<file path="src/rtl/scp_pkg.sv">
// Package of the sensor configuration and write-guard register bank.
// Assumes a 100 MHz system clock; shared by the bank and its poll timer.
package scp_pkg;

    // Register offsets inside a bank
    localparam logic [7:0] CHIP_CONFIGURATION_OFS       = 8'h06;
    localparam logic [7:0] REGISTER_WRITE_GUARD_OFS     = 8'h09;
    localparam logic [7:0] LIGHT_SLEEP_POLL_SETTING_OFS = 8'h0A;

    // First bank-zero offset under the write guard
    localparam logic [7:0] GUARD_FIRST_OFS = 8'h0A;
    // Key value that opens the guarded registers
    localparam logic [7:0] GUARD_OPEN_KEY  = 8'h5A;

    // Configuration field positions and fixed patterns
    localparam int          CFG_SOFT_RESET_BIT = 7;
    localparam int          CFG_POWER_DOWN_BIT = 3;
    localparam logic [2:0]  CFG_HIGH_FIXED     = 3'h0;  // Bits 6:4
    localparam logic [2:0]  CFG_LOW_FIXED      = 3'h2;  // Bits 2:0

    // Sleep1 poll field position
    localparam int          POLL_FIELD_LSB = 4;
    localparam int          POLL_FIELD_W   = 4;

    // Reset values
    localparam logic        POWER_DOWN_RST  = 1'h0;
    localparam logic [7:0]  GUARD_RST       = 8'h00;
    localparam logic [3:0]  POLL_PERIOD_RST = 4'h2;

    // Poll period timing: period is (n + 1) steps
    localparam int SYS_CLK_PERIOD_NS = 10;
    localparam int POLL_STEP_MS      = 6;
    localparam int POLL_STEP_CYCLES  = (POLL_STEP_MS * 1000000) / SYS_CLK_PERIOD_NS;

endpackage : scp_pkg

</file>
<file path="src/rtl/scp_poll_timer.sv">
// Sleep1 poll timer: one-cycle tick every (period + 1) steps.
// Assumes the period input comes from a register in the same clock domain.
`timescale 1ns/1ps
`default_nettype none
module scp_poll_timer #(
    parameter int STEP_CYCLES = scp_pkg::POLL_STEP_CYCLES
) (
    input  wire logic                        i_sys_clk,
    input  wire logic                        i_sys_rst,
    input  wire logic                        i_run,
    input  wire logic [scp_pkg::POLL_FIELD_W-1:0] i_period,
    output logic                             o_tick
);
    import scp_pkg::*;

    generate
        if (STEP_CYCLES < 1) begin : g_bad_step
            $error("STEP_CYCLES must be at least one");
        end
    endgenerate

    typedef struct packed {
        logic [31:0]             step_cnt;
        logic [POLL_FIELD_W-1:0] step_idx;
        logic                    tick;
    } scp_timer_t;

    scp_timer_t state;
    scp_timer_t next_state;

    // Step counter then step index; halted and cleared while not running
    always_comb begin
        next_state      = state;
        next_state.tick = 1'b0;
        if (!i_run) begin
            next_state.step_cnt = '0;
            next_state.step_idx = '0;
        end else if (state.step_cnt == 32'(STEP_CYCLES - 1)) begin
            next_state.step_cnt = '0;
            if (state.step_idx >= i_period) begin
                next_state.step_idx = '0;
                next_state.tick     = 1'b1;
            end else begin
                next_state.step_idx = state.step_idx + 4'h1;
            end
        end else begin
            next_state.step_cnt = state.step_cnt + 32'h1;
        end
    end

    // State register
    always_ff @(posedge i_sys_clk) begin
        if (i_sys_rst) begin
            state <= '0;
        end else begin
            state <= next_state;
        end
    end

    assign o_tick = state.tick;

endmodule // scp_poll_timer
`default_nettype wire

</file>
<file path="src/rtl/scp_sensor_config_regs.sv">
// Configuration, write-guard and sleep1 poll registers of the sensor.
// Assumes the serial host port decoder delivers synchronous one-cycle
// read and write strobes with bank, offset and data.
// Assumes read data and status are taken one cycle after the strobe.
// Assumes the chip reset pulse is fanned out to the rest of the sensor.
// Assumes the poll tick is consumed by the sleep1 sensing sequencer.
`timescale 1ns/1ps
`default_nettype none
module scp_sensor_config_regs #(
    parameter int POLL_STEP_CYCLES = scp_pkg::POLL_STEP_CYCLES
) (
    input  wire logic                             i_sys_clk,
    input  wire logic                             i_sys_rst,
    input  wire logic                             i_reg_bank,
    input  wire logic [7:0]                       i_reg_addr,
    input  wire logic                             i_reg_wr,
    input  wire logic                             i_reg_rd,
    input  wire logic [7:0]                       i_reg_wdata,
    output logic      [7:0]                       o_reg_rdata,
    output logic                                  o_reg_rvalid,
    output logic                                  o_reg_wr_refused,
    output logic                                  o_chip_reset,
    output logic                                  o_power_down_enable,
    output logic                                  o_sense_enable,
    output logic      [scp_pkg::POLL_FIELD_W-1:0] o_light_sleep_poll_period,
    output logic                                  o_poll_tick
);
    import scp_pkg::*;

    // Refuse settings that the logic cannot serve
    generate
        if (POLL_STEP_CYCLES < 1) begin : g_bad_step
            $error("POLL_STEP_CYCLES must be at least one");
        end
        // Read packing places the poll field in bits 7:4
        if ((POLL_FIELD_LSB != 4) || (POLL_FIELD_W != 4)) begin : g_bad_field
            $error("Poll field must occupy bits 7:4");
        end
        // Configuration bits must lie inside the byte
        if ((CFG_SOFT_RESET_BIT > 7) || (CFG_POWER_DOWN_BIT > 7)) begin : g_bad_cfg
            $error("Configuration bit outside the register");
        end
        // The key and configuration registers must never lock themselves out
        if (REGISTER_WRITE_GUARD_OFS >= GUARD_FIRST_OFS) begin : g_bad_guard
            $error("Guard register lies inside the guarded range");
        end
        if (CHIP_CONFIGURATION_OFS >= GUARD_FIRST_OFS) begin : g_bad_cfg_ofs
            $error("Configuration register lies inside the guarded range");
        end
    endgenerate

    typedef struct packed {
        // Host port answers
        logic [7:0]              rdata;
        logic                    rvalid;
        logic                    wr_refused;
        // Chip control
        logic                    chip_reset;
        logic                    power_down_enable;
        logic                    sense_enable;
        // Stored registers
        logic [7:0]              guard;
        logic [POLL_FIELD_W-1:0] poll_period;
    } scp_regs_t;

    // Registered state and its next value
    scp_regs_t state;
    scp_regs_t next_state;
    // Decode helpers
    logic      guard_open;
    logic      is_guarded;
    logic      poll_tick;
    logic      run_timer;

    // Guard decode
    // The key must match exactly; any other value, the reset value included,
    // keeps bank one and the upper bank-zero offsets locked. The key and
    // configuration registers sit below the guarded range, so a host can
    // always unlock the bank or reset the chip.
    assign guard_open = (state.guard == GUARD_OPEN_KEY);
    assign is_guarded = i_reg_bank || (i_reg_addr >= GUARD_FIRST_OFS);
    // The poll timer runs only while sensing
    assign run_timer  = state.sense_enable;

    // Register read, write and soft reset sequencing
    // Status is a one-cycle registered answer, cleared first so that every path
    // leaves it defined; read data holds until the next read or chip reset. A soft
    // reset takes one whole cycle, during which strobes are dropped without an
    // answer, so the host never sees a reply from a half-reset bank.
    always_comb begin
        next_state            = state;
        next_state.rvalid     = 1'b0;
        next_state.wr_refused = 1'b0;
        next_state.chip_reset = 1'b0;
        if (state.chip_reset) begin
            // Full chip reset: every register back to its default
            // Read data is cleared too, so nothing from before the reset
            // can be picked up afterwards.
            next_state.power_down_enable = POWER_DOWN_RST;
            next_state.sense_enable      = ~POWER_DOWN_RST;
            next_state.guard             = GUARD_RST;
            next_state.poll_period       = POLL_PERIOD_RST;
            next_state.rdata             = 8'h00;
        end else begin
            // Writes: refused inside the locked range, dropped at unmapped
            // offsets and everywhere in bank one, which holds no register here
            if (i_reg_wr) begin
                // Locked: answer with a refusal and change nothing
                if (is_guarded && !guard_open) begin
                    next_state.wr_refused = 1'b1;
                end else if (!i_reg_bank) begin
                    unique case (i_reg_addr)
                        CHIP_CONFIGURATION_OFS: begin
                            // Fixed bit groups are not stored
                            // They read back as the required pattern, so a
                            // host that breaks the pattern cannot change them
                            next_state.chip_reset =
                                i_reg_wdata[CFG_SOFT_RESET_BIT];
                            next_state.power_down_enable =
                                i_reg_wdata[CFG_POWER_DOWN_BIT];
                            next_state.sense_enable =
                                ~i_reg_wdata[CFG_POWER_DOWN_BIT];
                        end
                        REGISTER_WRITE_GUARD_OFS: begin
                            // Any value may be stored; only the key opens
                            next_state.guard = i_reg_wdata;
                        end
                        LIGHT_SLEEP_POLL_SETTING_OFS: begin
                            // Low nibble is not stored
                            next_state.poll_period =
                                i_reg_wdata[POLL_FIELD_LSB +: POLL_FIELD_W];
                        end
                        default: begin
                            // Unmapped offset: nothing is stored
                            next_state.guard = state.guard;
                        end
                    endcase
                end
            end
            // Reads: a read in the same cycle as a write sees the old value;
            // locked, unmapped and bank-one offsets read as zero
            if (i_reg_rd) begin
                next_state.rvalid = 1'b1;
                next_state.rdata  = 8'h00;
                // Locked offsets and bank one keep the zero above
                if (!(is_guarded && !guard_open) && !i_reg_bank) begin
                    unique case (i_reg_addr)
                        CHIP_CONFIGURATION_OFS: begin
                            // Soft reset bit always reads zero once taken
                            next_state.rdata = {1'b0, CFG_HIGH_FIXED,
                                state.power_down_enable, CFG_LOW_FIXED};
                        end
                        REGISTER_WRITE_GUARD_OFS: begin
                            // The key reads back as written
                            next_state.rdata = state.guard;
                        end
                        LIGHT_SLEEP_POLL_SETTING_OFS: begin
                            // Low nibble reads zero
                            next_state.rdata = {state.poll_period, 4'h0};
                        end
                        default: begin
                            // Unmapped offset reads zero
                            next_state.rdata = 8'h00;
                        end
                    endcase
                end
            end
        end
    end

    // State register with defaults on reset
    // Reset is synchronous; the guard comes up locked and the poll field
    // at its default period of three steps.
    always_ff @(posedge i_sys_clk) begin
        if (i_sys_rst) begin
            // Clear everything, then load the non-zero defaults
            state                   <= '0;
            state.power_down_enable <= POWER_DOWN_RST;
            state.sense_enable      <= ~POWER_DOWN_RST;
            state.guard             <= GUARD_RST;
            state.poll_period       <= POLL_PERIOD_RST;
        end else begin
            state <= next_state;
        end
    end

    // Sleep1 poll period timer, halted in power-down
    // The timer restarts from zero on chip reset and whenever sensing is
    // switched back on, so the first tick after either comes one full
    // period later. A new period takes effect at the next step boundary.
    scp_poll_timer #(
        .STEP_CYCLES (POLL_STEP_CYCLES)
    ) u_poll_timer (
        .i_sys_clk (i_sys_clk),
        .i_sys_rst (i_sys_rst || state.chip_reset),
        .i_run     (run_timer),
        .i_period  (state.poll_period),
        .o_tick    (poll_tick)
    );

    // Outputs straight from flip-flops
    // No output is decoded combinationally, so the host port sees clean
    // levels and pulses that last exactly one cycle.
    assign o_reg_rdata               = state.rdata;
    assign o_reg_rvalid              = state.rvalid;
    assign o_reg_wr_refused          = state.wr_refused;
    assign o_chip_reset              = state.chip_reset;
    assign o_power_down_enable       = state.power_down_enable;
    assign o_sense_enable            = state.sense_enable;
    assign o_light_sleep_poll_period = state.poll_period;
    assign o_poll_tick               = poll_tick;

endmodule // scp_sensor_config_regs
`default_nettype wire

</file>
<file path="config.mk">
export PLATFORM = sky130hd
export DESIGN_NAME = scp_sensor_config_regs
export DESIGN_NICKNAME = d
export VERILOG_FILES = /design/src/rtl/scp_pkg.sv /design/src/rtl/scp_poll_timer.sv /design/src/rtl/scp_sensor_config_regs.sv
export SDC_FILE = /design/constraint.sdc
export NUM_CORES = 1
export LEC_CHECK = 0
export BUFFER_PORTS_ARGS = -buffer_cell sky130_fd_sc_hd__buf_2
export CAP_MARGIN = 0
export CORE_MARGIN = 1
export CORE_UTILIZATION = 30
export CTS_CLUSTER_DIAMETER = 150
export DETAILED_ROUTE_END_ITERATION = 16
export PLACE_DENSITY_LB_ADDON = 0.05
export RECOVER_POWER = 25
export SLEW_MARGIN = 20
export SYNTH_ARGS = -nofsm -noshare
export SYNTH_HDL_FRONTEND = slang
export SYNTH_HIERARCHICAL = 1
export SYNTH_SLANG_ARGS = --single-unit
</file>
<file path="constraint.sdc">
create_clock -name i_sys_clk -period 3.3 [get_ports i_sys_clk]
set_clock_uncertainty 0.15 [all_clocks]
set_input_delay 0.66 -clock i_sys_clk [delete_from_list [all_inputs] [get_ports i_sys_clk]]
set_output_delay 0.66 -clock i_sys_clk [all_outputs]
set_load 0.03 [all_outputs]
</file>
**Word-level counts from Yosys, hierarchy flattened**

Cells that the tools add are included.

- Order comparisons: 2
- Multiply operators: 0
- Bitwise gates (word level): 7
- Equality and inequality tests: 5
- Multiplexer cells: 6
- Shifts and indexed selects: 0
- Divide/modulo/power cells: 0
- Reductions and logical operators: 16
- Add/sub/neg operators: 2

Operator list:

| kind | number |
|---|---|
| $add 32x1->32 const B | 1 |
| $eq 32x20->1 const B | 1 |
| $pmux 8 s3 | 1 |
| $eq 8x4->1 const B | 2 |
| $reduce_and 4->1 | 3 |
| $reduce_or 3->1 | 3 |
| $eq 8x3->1 const B | 1 |
| $eq 8x7->1 const B | 1 |
| $ge 8x4->1 const B | 1 |
| $mux 8 | 1 |
| $not 1->1 | 7 |
| $reduce_or 6->1 | 1 |
| $add 4x1->4 const B | 1 |
| $ge 4x4->1 | 1 |
| $mux 4 | 1 |
| $reduce_or 2->1 | 2 |
| $logic_not 1->1 | 3 |
| $mux 1 | 3 |
| $logic_and 1x1->1 | 2 |
| $logic_or 1x1->1 | 2 |

- Memory bits (writable): 0
- Bits in latches: 0
- Word-level logic and storage cells: 49
- ROM bits: 0
- Output and inout port bits: 18
- Flip-flop bits (word level): 62
- Memories: 0
- Input bits: 21

**Longest topological paths before layout**

- Word-level depth: 6
- Depth in mapped cells: 8
- Depth with buffers taken out: 7

**Modules after synthesis**

Netlist, hierarchy kept.

By module, submodules not included:

| module | sequential area each (µm²) | area an instance (µm²) | instances | cells each |
|---|---|---|---|---|
| scp_poll_timer | 740.7 | 1756.7 | 1 | 205 |
| scp_sensor_config_regs | 500.5 | 1136.1 | 1 | 118 |

**Worst setup path before layout**

No wires, ideal clock.

- Path kind: register to register
- From: register u_poll_timer/state[5] in the netlist's numbering
- To: register u_poll_timer/state[4] in the netlist's numbering
- Clock period less this slack: 2.287 ns
- Cell stages (with the launch flop): 8
- Library setup time: 0.075 ns
- Path buffers: 1
- Arrival: 2.062 ns
- Slack: 1.013 ns
- Data required time: 3.075 ns
- Cells stage by stage: dfxtp_1 > ha_1 > and3_1 > nand3_1 > or4_1 > buf_2 > or4_1 > a31oi_1

- Cells in the longest elaborated chain, start to end: 1

Ends and longest elaborated chain:

| what | RTL line | source |
|---|---|---|
| start, declared | scp_poll_timer.sv:28 | `scp_timer_t state;` |
| start signal, assigned | scp_poll_timer.sv:56 | `state <= next_state;` |
| $eq 32x20->1 | scp_poll_timer.sv:38 | `end else if (state.step_cnt == 32'(STEP_CYCLES - 1)) begin` |

Every way passes these cells.
A chain may end at the register's enable or synchronous reset.

**Final worst setup path**

- From: register u_poll_timer/state[31] in the netlist's numbering
- To: register u_poll_timer/state[4] in the netlist's numbering

Same word-level chain as after synthesis.

==> impl_metrics.json <==
{
  "finalHoldViolCount": 0,
  "place_hpwl_um": 4689,
  "fmax_ghz": 0.4046,
  "start_kind": "flop",
  "cp-end-kind": "flop",
  "cts_buffers": 9,
  "hp-class": "flop to flop",
  "ant_nets": 0,
  "num_antenna_cells": 0,
  "drive_gt1_share_pct": 14.48,
  "nets": 384,
  "grt_pass1_vias": 2222,
  "ys_ff_latch": 62,
  "cts_htree_levels": 3,
  "core_area_um2": 9284,
  "gr-total-overflow": 0,
  "post_cts_resized": 0,
  "path_class": "flop to flop",
  "wl_per_cell_um": 12.91,
  "grt_antenna_before_repair": 0,
  "setup_viol": 0,
  "rows": 35,
  "die_y_um": 100.2,
  "die_w_um": 100.2,
  "worstSkewPairLatency_ps": 330,
  "cts.root.buffer_cell": "clkbuf_8",
  "drc": 0,
  "placed_area_um2": 3154,
  "hold_slack_ps": 308.2,
  "period_needed_ps": 2472,
  "cts.sinks": 62,
  "postCtsSetupBuffers": 0,
  "vias": 2358,
  "place_ws_ps": 841.6,
  "rsz0062_at_grt": "no",
  "io_buffers": 38,
  "drt-total-wl_um": 6301,
  "yosys_warnings": 6,
  "async_flop_share_pct": 0,
  "clk_path_buf_depth": 2,
  "grt_start_max_net_pins": 30,
  "drt_pass1_iterations": 4,
  "slew_violations": 0,
  "finalInstanceArea_um2": 3274,
  "syn_inst": 323,
  "synth_fp_nets": 350,
  "worstPathArrival_ps": 2580,
  "gp_congestion": 0.7607,
  "setup_ws_ps": 828.3,
  "p_leak_nw": 1.252,
  "synth-seq-area-share_pct": 42.91,
  "syn_avg_cell_area_um2": 8.956,
  "cp.required_ps": 3410,
  "synthFlopType": "dfxtp_1",
  "synth_edf_count": 0,
  "cts_tree": "yes",
  "yosysUniqueCellTypes": 49,
  "relSlewSlack_pct": 56.84,
  "synthToLayoutAreaGrowth_pct": 13.19,
  "worst_pin_slew_ps": 638.7,
  "grt_pass1_wl_um": 10900,
  "cp_max_fo": 7,
  "die-area_um2": 10040,
  "tns_ps": 0,
  "power.density_nw_per_um2": 409.5,
  "syn_area_um2": 2893,
  "initial_utilization_pct": 31.16,
  "first_iter_violations": 62,
  "status": "finished clean",
  "cap_viol_max_count": 0,
  "clk_pin_slew_ps": 60,
  "vdd_drop_max_uv": 160.2,
  "vias_per_cell": 4.832,
  "grt_usage_pct": 14.09,
  "io_pins": 39,
  "finalCritPeriodShare_pct": 74.90,
  "postCtsHoldBufs": 0
}
[cells in the mapped netlist (all sizes together) (3+ instances only)]
| cell | instances | area share [%] |
|---|---|---|
| nor2b | 6 | 1.3 |
| nor3 | 7 | 1.4 |
| xor2 | 24 | 7.3 |
| o21ai | 8 | 1.4 |
| clkbuf | 4 | 0.52 |
| nand2 | 22 | 2.9 |
| ha | 6 | 2.6 |
| nor4 | 7 | 2.2 |
| nand2b | 5 | 1.1 |
| or3 | 3 | 0.74 |
| and4 | 3 | 0.95 |
| inv | 9 | 1.2 |
| a21oi | 6 | 1.0 |
| nor2 | 50 | 6.5 |
| xnor2 | 6 | 1.8 |
| and3 | 7 | 1.6 |
| mux2i | 8 | 2.8 |
| or4 | 3 | 0.82 |
| o211ai | 3 | 0.78 |
| buf | 15 | 3.6 |
| nand3 | 16 | 2.9 |
| nand4 | 17 | 3.7 |
| a22o | 8 | 2.4 |
| dfxtp | 62 | 43 |
| and4bb | 4 | 1.7 |
[critical path, cell delays in order, from the launching register on]
cell and delay [ps]:
dfxtp_1 360, nor4_1 370, nand4_1 170, or4_1 640, or4_1 530, a31oi_1 170
[flip-flops by register name, summed over array words and instances, names as in the netlist]
name	count
u_poll_timer/state	36
o_reg_rdata	8
state	8
o_light_sleep_poll_period	4
o_chip_reset	1
o_power_down_enable	1
o_reg_rvalid	1
o_reg_wr_refused	1
o_sense_enable	1
u_poll_timer/o_tick	1
[where the power goes]
part	internal (mW)	switching [mW]
Clock	0.256	0.271
Sequential	0.753	0.00379
Combinational	0.0200	0.0377
[cells in the final DEF, fill, tap and decap left out, types with 5 or more instances in the layout]
master / netlist / routed
dfxtp_1: 62 / 62
nor2_1: 50 / 50
mux2i_1: 8 / 8
xnor2_1: 6 / 6
inv_1: 9 / 9
nor2b_1: 6 / 6
clkbuf_1: 4 / 17
nor3_1: 6 / 6
nand4_1: 17 / 17
and3_1: 6 / 6
buf_2: 3 / 23
nor4_1: 5 / 5
a22o_1: 8 / 8
clkbuf_8: 0 / 9
nand2b_1: 5 / 5
xor2_1: 24 / 24
a21oi_1: 6 / 6
nand3_1: 15 / 15
ha_1: 6 / 6
nand2_1: 22 / 22
[path summary, 6_finish.rpt]
| kind | start | end | slack [ps] | cells after the start |
|---|---|---|---|---|
| worst min register to register | o_reg_rdata[1] | o_reg_rdata[1] | 310 | 2 |
| worst max-delay path | u_poll_timer/state[31] | u_poll_timer/state[4] | 830 | 5 |
| worst max register to register | u_poll_timer/state[31] | u_poll_timer/state[4] | 830 | 5 |
| worst min-delay path | o_reg_rdata[1] | o_reg_rdata[1] | 310 | 2 |
[cell families (layout without fill, tap and decap cells)]
group                      after synthesis  count (layout)  synth area share (%)
and+or+nand+nor                        156             156                 29.37
DFF                                     62              62                 42.91
AOI/OAI and AO/OA                       33              33                 7.959
xor gates and xnor gates                30              30                 9.083
buffers and inverters                   28              64                 5.320
muxes                                    8               8                 2.768
adders and majority gates                6               6                 2.595
[per-layer routing]
| layer | wire length (um) | part of all wire, % | vias to the layer above | global-route usage [%] |
|---|---|---|---|---|
| li1 | - | - | 1200 | - |
| met1 | 3078 | 49 | 1102 | 18.21 |
| met2 | 2866 | 45 | 49 | 22.13 |
| met3 | 289 | 4.6 | 7 | 4.805 |
| met4 | 66 | 1.0 | 0 | 4.348 |
| met5 | 0 | 0 | - | 0 |
[stage by stage]
| stage | utilization (%) | cells | total power [mW] |
|---|---|---|---|
| 3_5_place_dp | 33.98 | 475 | 0.8333 |
| 6_report | 35.27 | 488 | 1.341 |
| 2_1_floorplan | - | 323 | 0.8041 |
| 5_1_grt | 35.27 | 488 | 1.416 |
| 4_1_cts | 35.51 | 488 | 1.371 |
| 3_3_place_gp | 33.98 | 475 | 0.8343 |
[area by class of cell]
class	count	area, um^2
Clock inverter	3	15.01
Inverter	9	33.78
Multi-Input combinational cell	233	1498
Timing Repair Buffer	42	197.7
Clock buffer	10	127.6
Tap cell	129	161.4
Fill cell	997	6010
Sequential cell	62	1241
No activity file was read; power rests on OpenSTA's default activity.
